## src/flash_host_regs.vh

```
// constants for the parallel nor flash host controller
// assumes a word-mode flash with active-low strobes on a 40 MHz clock
// Functional notes
// (RULE1) query offsets 40h-42h read P, R, I
// (RULE2) major version 0031h, minor 0030h
// (RULE3) offset 45h reads 0000h, unlock required
// (RULE4) offset 46h reads 0002h, suspend read/write
// (RULE5) offsets 47h, 48h each read 0001h
// (RULE6) offsets 4Ah to 4Ch read 0000h
// (RULE7) program and erase need unlock cycles first
// (RULE8) secured region 128 words, lock refuses writes
// (RULE9) lowest data line shows secured lock state
// (RULE10) secured region maps onto top or bottom sector
// (RULE11) secured mode blocks array until exit sequence
// (RULE12) reset returns normal mapping, leaves secured mode
// (RULE13) low supply ignores writes and resets device
// (RULE14) host holds strobes inactive above lockout level
// (RULE15) write needs select and write low, gate high
// (RULE16) all three strobes low means read; the host reads with select and gate low, write held high
// (RULE17) power-up locks out commands, array read
// (RULE18) wrong sequence aborts to array read
// (RULE19) F0 to any address returns array read
// (RULE20) query reads zero upper address, end with reset
// (RULE21) query data on low byte, upper zero
`ifndef FLASH_HOST_REGS_VH
`define FLASH_HOST_REGS_VH
`define ADDR_UNLOCK1 20'h0_0555
`define ADDR_UNLOCK2 20'h0_02AA
`define ADDR_QUERY 20'h0_0055
`define DATA_UNLOCK1 16'h00AA
`define DATA_UNLOCK2 16'h0055
`define DATA_PROGRAM 16'h00A0
`define DATA_ERASE 16'h0080
`define DATA_SECTOR_ERASE 16'h0030
`define DATA_CHIP_ERASE 16'h0010
`define DATA_QUERY 16'h0098
`define DATA_RESET 16'h00F0
`define DATA_SEC_ENTER 16'h0088
`define DATA_SEC_EXIT1 16'h0090
`define DATA_SEC_EXIT2 16'h0000
`define OP_READ 3'h0
`define OP_PROGRAM 3'h1
`define OP_SECTOR_ERASE 3'h2
`define OP_CHIP_ERASE 3'h3
`define OP_QUERY 3'h4
`define OP_RESET 3'h5
`define OP_SEC_ENTER 3'h6
`define OP_SEC_EXIT 3'h7
`define CLK_PERIOD_NS 25
`define T_SETUP_NS 50
`define T_PULSE_NS 50
`define T_RECOVER_NS 30
`define T_ACCESS_NS 80
`define CYC_SYNC 2
`define CYC_SETUP ((`T_SETUP_NS + `CLK_PERIOD_NS - 1) / `CLK_PERIOD_NS)
`define CYC_PULSE ((`T_PULSE_NS + `CLK_PERIOD_NS - 1) / `CLK_PERIOD_NS)
`define CYC_RECOVER ((`T_RECOVER_NS + `CLK_PERIOD_NS - 1) / `CLK_PERIOD_NS)
`define CYC_ACCESS ((`T_ACCESS_NS + `CLK_PERIOD_NS - 1) / `CLK_PERIOD_NS)
`endif

```

## src/flash_bus_cycle.v

```verilog
// one strobed bus cycle (read or write) on the flash pins
// assumes the caller holds start for one cycle while not busy
`timescale 1ns/1ps
`include "flash_host_regs.vh"
module flash_bus_cycle (
  input wire clk_sys,
  input wire rst_b,
  input wire start,
  input wire is_write,
  input wire [19:0] addr,
  input wire [15:0] wdata,
  input wire [15:0] pin_dq_in,
  output reg busy,
  output reg done,
  output reg [15:0] rdata,
  output reg [19:0] pin_addr,
  output reg [15:0] pin_dq_out,
  output reg pin_dq_oe,
  output reg chip_sel_b,
  output reg write_b,
  output reg gate_b
);
  localparam ST_IDLE = 2'd0;
  localparam ST_SETUP = 2'd1;
  localparam ST_PULSE = 2'd2;
  localparam ST_RECOVER = 2'd3;
  reg [1:0] state;
  reg [3:0] count;
  reg writing;
  reg [15:0] dq_s1;
  reg [15:0] dq_s2;
  // timing counts as plain words, cut to the 4-bit counter on purpose
  localparam [31:0] SETUP_CYC = `CYC_SETUP;
  localparam [31:0] PULSE_CYC = `CYC_PULSE;
  // read waits out the access time plus the data synchroniser
  localparam [31:0] READ_CYC = `CYC_ACCESS + `CYC_SYNC;
  localparam [31:0] RECOVER_CYC = `CYC_RECOVER;

  // data pins come from another domain, two stages before use
  always @(posedge clk_sys) begin
    dq_s1 <= pin_dq_in;
    dq_s2 <= dq_s1;
  end

  // strobe sequencer; write never overlaps gate low
  always @(posedge clk_sys) begin
    if (!rst_b) begin
      state <= ST_IDLE;
      count <= 4'h0;
      writing <= 1'b0;
      busy <= 1'b0;
      done <= 1'b0;
      rdata <= 16'h0000;
      pin_addr <= 20'h0_0000;
      pin_dq_out <= 16'h0000;
      pin_dq_oe <= 1'b0;
      chip_sel_b <= 1'b1; // see (RULE14)
      write_b <= 1'b1; // see (RULE14)
      gate_b <= 1'b1;
    end else begin
      done <= 1'b0;
      case (state)
        ST_IDLE: begin
          if (start) begin
            busy <= 1'b1;
            writing <= is_write;
            pin_addr <= addr;
            pin_dq_out <= wdata;
            pin_dq_oe <= is_write;
            chip_sel_b <= 1'b0;
            count <= SETUP_CYC[3:0];
            state <= ST_SETUP;
          end
        end
        ST_SETUP: begin
          if (count > 4'h1) begin
            count <= count - 4'h1;
          end else begin
            // write: select and write low, gate high (see (RULE15))
            // read: gate low, write held high (see (RULE16))
            write_b <= ~writing;
            gate_b <= writing;
            count <= writing ? PULSE_CYC[3:0] : READ_CYC[3:0];
            state <= ST_PULSE;
          end
        end
        ST_PULSE: begin
          if (count > 4'h1) begin
            count <= count - 4'h1;
          end else begin
            if (!writing) begin
              rdata <= dq_s2;
            end
            write_b <= 1'b1;
            gate_b <= 1'b1;
            count <= RECOVER_CYC[3:0];
            state <= ST_RECOVER;
          end
        end
        ST_RECOVER: begin
          if (count > 4'h1) begin
            count <= count - 4'h1;
          end else begin
            chip_sel_b <= 1'b1;
            pin_dq_oe <= 1'b0;
            busy <= 1'b0;
            done <= 1'b1;
            state <= ST_IDLE;
          end
        end
        default: state <= ST_IDLE;
      endcase
    end
  end
endmodule

```

## src/flash_host.v

```verilog
// host controller driving an asynchronous nor flash through its pins
// assumes a word-mode part; the user issues one operation at a time
`timescale 1ns/1ps
`include "flash_host_regs.vh"
module flash_host (
  input wire clk_sys,
  input wire rst_b,
  input wire op_valid,
  input wire [2:0] op_code,
  input wire [19:0] op_addr,
  input wire [15:0] op_data,
  input wire supply_low,
  input wire [15:0] pin_dq_in,
  output reg op_ready,
  output reg op_done,
  output reg [15:0] op_rdata,
  output reg secured_mode,
  output reg query_mode,
  output reg [19:0] pin_addr,
  output reg [15:0] pin_dq_out,
  output reg pin_dq_oe,
  output reg chip_sel_b,
  output reg write_b,
  output reg gate_b
);
  localparam ST_IDLE = 2'd0;
  localparam ST_ISSUE = 2'd1;
  localparam ST_WAIT = 2'd2;
  reg [1:0] state;
  reg [2:0] op;
  reg [19:0] target;
  reg [15:0] payload;
  reg [2:0] step;
  reg [2:0] last_step;
  reg low_s1;
  reg low_s2;
  reg cyc_start;
  reg cyc_write;
  reg [19:0] cyc_addr;
  reg [15:0] cyc_data;
  wire cyc_busy;
  wire cyc_done;
  wire [15:0] cyc_rdata;
  wire [19:0] b_addr;
  wire [15:0] b_dq;
  wire b_oe;
  wire b_cs;
  wire b_we;
  wire b_oe_b;

  // supply monitor is asynchronous: two stages
  always @(posedge clk_sys) begin
    low_s1 <= supply_low;
    low_s2 <= low_s1;
  end

  // number of bus cycles in each sequence, zero-based
  always @* begin
    case (op)
      `OP_PROGRAM: last_step = 3'd3; // see (RULE7)
      `OP_SECTOR_ERASE: last_step = 3'd5; // see (RULE7)
      `OP_CHIP_ERASE: last_step = 3'd5;
      `OP_SEC_ENTER: last_step = 3'd2;
      `OP_SEC_EXIT: last_step = 3'd3;
      default: last_step = 3'd0;
    endcase
  end

  // address and data of each step; unlock pair leads program, erase and secured sequences
  always @* begin
    cyc_write = (op != `OP_READ);
    cyc_addr = `ADDR_UNLOCK1;
    cyc_data = `DATA_UNLOCK1;
    case (op)
      `OP_READ: begin
        // query offsets only: upper address forced low, see (RULE20)
        cyc_addr = query_mode ? {12'h000, target[7:0]} : target;
        cyc_data = 16'h0000;
      end
      `OP_QUERY: begin
        cyc_addr = `ADDR_QUERY;
        cyc_data = `DATA_QUERY;
      end
      `OP_RESET: begin
        cyc_addr = target; // any address will do, see (RULE19)
        cyc_data = `DATA_RESET;
      end
      default: begin
        // unlock cycles precede every program/erase, see (RULE7)
        case (step)
          3'd0: begin
            cyc_addr = `ADDR_UNLOCK1;
            cyc_data = `DATA_UNLOCK1;
          end
          3'd1, 3'd4: begin
            cyc_addr = `ADDR_UNLOCK2;
            cyc_data = `DATA_UNLOCK2;
          end
          3'd2: begin
            cyc_addr = `ADDR_UNLOCK1;
            case (op)
              `OP_PROGRAM: cyc_data = `DATA_PROGRAM;
              `OP_SEC_ENTER: cyc_data = `DATA_SEC_ENTER;
              `OP_SEC_EXIT: cyc_data = `DATA_SEC_EXIT1;
              default: cyc_data = `DATA_ERASE;
            endcase
          end
          3'd3: begin
            cyc_addr = (op == `OP_PROGRAM) ? target : `ADDR_UNLOCK1;
            case (op)
              `OP_PROGRAM: cyc_data = payload;
              `OP_SEC_EXIT: cyc_data = `DATA_SEC_EXIT2;
              default: cyc_data = `DATA_UNLOCK1;
            endcase
          end
          default: begin
            cyc_addr = (op == `OP_SECTOR_ERASE) ? target : `ADDR_UNLOCK1;
            cyc_data = (op == `OP_SECTOR_ERASE) ? `DATA_SECTOR_ERASE :
              `DATA_CHIP_ERASE;
          end
        endcase
      end
    endcase
  end

  flash_bus_cycle u_cycle (
    .clk_sys(clk_sys),
    .rst_b(rst_b),
    .start(cyc_start),
    .is_write(cyc_write),
    .addr(cyc_addr),
    .wdata(cyc_data),
    .pin_dq_in(pin_dq_in),
    .busy(cyc_busy),
    .done(cyc_done),
    .rdata(cyc_rdata),
    .pin_addr(b_addr),
    .pin_dq_out(b_dq),
    .pin_dq_oe(b_oe),
    .chip_sel_b(b_cs),
    .write_b(b_we),
    .gate_b(b_oe_b)
  );

  // register pins once more so every output is a flip-flop
  always @(posedge clk_sys) begin
    if (!rst_b) begin
      pin_addr <= 20'h0_0000;
      pin_dq_out <= 16'h0000;
      pin_dq_oe <= 1'b0;
      chip_sel_b <= 1'b1; // see (RULE14)
      write_b <= 1'b1;
      gate_b <= 1'b1;
    end else begin
      pin_addr <= b_addr;
      pin_dq_out <= b_dq;
      pin_dq_oe <= b_oe;
      chip_sel_b <= b_cs;
      write_b <= b_we;
      gate_b <= b_oe_b;
    end
  end

  // operation sequencer; supply low stops new operations, one already started runs to its end
  always @(posedge clk_sys) begin
    if (!rst_b) begin
      state <= ST_IDLE;
      op <= `OP_READ;
      target <= 20'h0_0000;
      payload <= 16'h0000;
      step <= 3'd0;
      cyc_start <= 1'b0;
      op_ready <= 1'b0;
      op_done <= 1'b0;
      op_rdata <= 16'h0000;
      secured_mode <= 1'b0; // device reverts on reset, see (RULE12)
      query_mode <= 1'b0;
    end else begin
      cyc_start <= 1'b0;
      op_done <= 1'b0;
      case (state)
        ST_IDLE: begin
          // writes under lockout are lost anyway, see (RULE13)
          op_ready <= ~low_s2 & ~op_ready;
          if (low_s2) begin
            secured_mode <= 1'b0;
            query_mode <= 1'b0;
          end else if (op_valid && op_ready) begin
            op_ready <= 1'b0;
            op <= op_code;
            target <= op_addr;
            payload <= op_data;
            step <= 3'd0;
            state <= ST_ISSUE;
          end
        end
        ST_ISSUE: begin
          if (!cyc_busy) begin
            cyc_start <= 1'b1;
            state <= ST_WAIT;
          end
        end
        ST_WAIT: begin
          if (cyc_done) begin
            if (step == last_step) begin
              // query data sits on the low byte, see (RULE21)
              op_rdata <= query_mode ? {8'h00, cyc_rdata[7:0]} :
                cyc_rdata;
              op_done <= 1'b1;
              if (op == `OP_SEC_ENTER) secured_mode <= 1'b1; // (RULE11)
              if (op == `OP_SEC_EXIT) secured_mode <= 1'b0;
              if (op == `OP_QUERY) query_mode <= 1'b1;
              if (op == `OP_RESET) query_mode <= 1'b0; // see (RULE20)
              state <= ST_IDLE;
            end else begin
              step <= step + 3'd1;
              state <= ST_ISSUE;
            end
          end
        end
        default: state <= ST_IDLE;
      endcase
    end
  end
endmodule

```

## config.mk

```make
export PLATFORM = sky130hd
export DESIGN_NAME = flash_host
export DESIGN_NICKNAME = d
export VERILOG_FILES = /design/src/flash_bus_cycle.v /design/src/flash_host.v
export VERILOG_INCLUDE_DIRS = /design/src
export SDC_FILE = /design/constraint.sdc
export NUM_CORES = 1
export LEC_CHECK = 0
export BUFFER_PORTS_ARGS = -buffer_cell sky130_fd_sc_hd__buf_2
export CAP_MARGIN = 30
export CORE_MARGIN = 4
export CORE_UTILIZATION = 49
export DETAILED_ROUTE_END_ITERATION = 8
export PLACE_DENSITY = 0.7
export SLEW_MARGIN = 10
export SYNTH_ARGS = -nofsm -noshare
export SYNTH_HDL_FRONTEND = slang
export SYNTH_HIERARCHICAL = 1
export SYNTH_SLANG_ARGS = --single-unit
```

## constraint.sdc

```tcl
create_clock -name clk_sys -period 2.4 [get_ports clk_sys]
set_input_delay 0 -clock clk_sys [delete_from_list [all_inputs] [get_ports clk_sys]]
set_output_delay 0 -clock clk_sys [all_outputs]
set_load 0.005 [all_outputs]
```

==> reports/summary.txt <==
Worst slew margin -> 59.2%
Fraction of layout cells with a size suffix above 1 -> 18.8%
Post-Synth XOR/XNOR Area -> 0.228%
Setup WS post-layout -> 0.352 ns
Crit Path Class -> reg -> reg
Top-Level Pins -> 119
Post-route setup TNS -> 0 ns
Setup slack, reg-to-reg -> 0.35 ns
Actual slew at the worst max-slew pin -> 0.612 ns
Port-buffer cells -> 118
Half-perimeter wire length after placement -> 11400 µm
Layout Utilization -> 64.3%
PD cells -> 799 nW/µm²
Final setup fails -> 0
Reg clk slew, reported paths -> 0.06 ns
Hold_ws -> 0.125 ns
Status -> finished, final reports clean
Crit path time final -> 2.05 ns
Most area-consuming cells after synthesis -> dfxtp_1 (53%), nand2_1 (8.3%), a21oi_1 (7.6%), and2_1 (4.2%), nor2_1 (2.4%)
Layout area overhead -> 28.0%
DRT Wirelength -> 18200 µm
Global-route wire length before repair -> 30000 µm
Clk_skew -> 0.0186 ns
Seq cells post-synth -> 204
Max Fclk -> 0.488 GHz
Worst R2R End -> u_cycle/pin_dq_out[6]
CTS tree -> built
Antenna Cells -> 0
Area of the multi-input gates -> 3250 µm²
# fillers -> 1297
Via count -> 6422
CTS sink count -> 204
Largest net degree at the start of global routing -> 58
GP Congestion -> 0.890
Via/cell ratio -> 5.12
Vias in the first global route -> 6142
Initial antenna violation count -> 0
Pre-Repair DR Iteration Count -> 5
Routed Antenna Nets -> 0
Die area -> 17700 µm²
FF-to-FF path depth -> 9
Htree depth -> 1
Mux contribution to synthesized area -> 2.24%
RSZ-0062 raised after global routing -> no
Syn Nets -> 938
Max-slew violations -> 0
Post-Syn Area -> 7670 µm²
Max_cap viols -> 0
Unique masters post-synth -> 73
Min-delay worst type -> in -> reg
DRC viols -> 0
Final worst-path cycle share -> 85.3%
Ys async rst share -> 0%
Critical Path RT -> 2.82 ns
Hold-critical path depth -> 5
Simple-Gate Fraction of Synth Area -> 22.2%
Number of hold violations in the final report -> 0
Static Leak -> 3.99 nW
EDFF count, synth -> 0
VDD IR-drop max -> 0.550 mV
Placeable core area -> 15300 µm²
Initial Util -> 50.2%
Largest family of logic cells by synthesized area -> simple AND/OR/NAND/NOR gates
Post-Synth Adder-Cell Area -> 1.80%
Initial DRC count -> 490
Die X -> 133 µm
Compound-Gate Fraction of Synth Area -> 15.9%
Register area share after synthesis -> 53.3%
Reg2Reg Launch Point -> step[1]
# Post-CTS Setup Buffers -> 0
Leading area contributor after synthesis -> dfxtp_1
Net count, final -> 1100
Sequential cell area -> 4090 µm²
Launching element type of the critical path -> flip-flop
CP startpoint -> step[1]
Grt total ovfl -> 0
# rows -> 45
Worst Path Arrival -> 2.47 ns
HP Start -> op_valid
Gate Count Post-Synth -> 868
Power Total -> 7.84 mW
DP Worst Slack -> 0.273 ns
Die height -> 133 µm
Clock Path Buffers -> 3
Worst skew pair latency -> 0.50 ns
GRT Util Overall -> 20.1%
Worst hold endpoint -> step[2]
Wire per inst -> 14.5 µm
Syn Area/Cell -> 8.83 µm²
Synth warnings -> 6
Predominant post-synthesis flop cell -> dfxtp_1
Post-synth top area share -> 53.3%
CP Capture Type -> flip-flop
Root Buffer -> clkbuf_16
CTS Buf Count -> 22
CP max FO -> 10
-- cell families after synthesis --
family          Yosys count
flops                   204
compound gates          209
fa+ha+maj                11
mux                      17
buf+inv                  74
xor+xnor                  2
simple gates            351
-- synth_stat cells, drive strengths merged, types with 8 or more instances --
cell / instances
nor2: 51
nand4b: 8
o22ai: 9
o21ai: 37
and3: 14
a21oi: 118
and2: 51
nand2b: 8
mux2i: 16
dfxtp: 204
nor3: 8
inv: 15
buf: 20
nand2: 169
clkbuf: 38
ha: 11
nand3: 14
-- worst max-delay path by stage --
stage	endpoint	slack (ns)	depth (start not counted)
floorplan	u_cycle/pin_addr[8]	0.40	10
global placement	u_cycle/pin_addr[9]	0.36	8
detailed placement	u_cycle/pin_addr[8]	0.27	8
CTS	u_cycle/pin_addr[8]	0.24	8
global route	u_cycle/pin_addr[8]	0.06	8
finish	u_cycle/pin_dq_out[6]	0.35	9
-- registers in the layout (all words and copies together), names as in the netlist, 2 cells and up --
signal,count
pin_addr,20
target,20
u_cycle/pin_addr,20
op_rdata,16
payload,16
pin_dq_out,16
u_cycle/dq_s1,16
u_cycle/dq_s2,16
u_cycle/pin_dq_out,16
u_cycle/rdata,16
u_cycle/count,4
op,3
step,3
state,2
u_cycle/state,2
-- stage by stage --
step	cell area, µm²	instances
after floorplan	7670	868
after global placement	8430	1160
after detailed placement	8430	1160
after CTS	9810	1255
after global routing	9810	1255
final	9810	1255
-- timing repair --
item                                    4_1_cts  5_1_grt
endpoints found under the setup margin        0        2
hold endpoints to repair                     58        0
hold buffers                                 57        0
gates resized for setup                       0        1
-- report_power, final --
| group | switching (mW) | internal, mW | leakage (nW) |
|---|---|---|---|
| logic | 0.349 | 0.287 | 1.94 |
| clock network | 1.27 | 2.38 | 0.395 |
| registers | 0.0596 | 3.49 | 1.66 |
| total | 1.68 | 6.16 | 3.99 |
-- critical path, stage by stage, from the launching register on --
cell and delay [ns]:
dfxtp_1 0.44, ha_1 0.19, ha_1 0.30, inv_1 0.12, nor3_1 0.28, buf_4 0.23, a21oi_1 0.07, o21ai_0 0.15
nand2_1 0.07, a21oi_1 0.12
-- placed cells by master, fill, tap and decap left out, types with 8 or more instances in the layout --
cell type	synthesis	routed
dlygate4sd3_1	0	57
nand4b_1	8	8
nand3_1	14	14
o22ai_1	9	9
mux2i_1	16	16
o21ai_1	11	11
clkbuf_16	0	23
buf_2	11	118
inv_1	14	13
o21ai_0	26	26
ha_1	11	11
buf_4	5	19
dfxtp_1	204	203
nand2b_1	8	8
and3_1	13	13
a21oi_1	117	117
nand2_1	169	169
nor2_1	50	50
and2_1	51	51
-- cell type report --
type	instances	share of cell area, %
tap	211	2.69
inverter	16	0.612
clock inverter	4	1.22
clock buffer	34	7.00
timing repair buffer	196	13.7
multi-input combinational	590	33.1
sequential	204	41.6
-- layer usage --
layer	wire length, µm	global-route usage, %
met5	0	0
met4	338	4.97
met3	1040	4.22
met2	8580	33.5
met1	8290	26.8
Note: power is estimated with default switching activity, not from simulation.
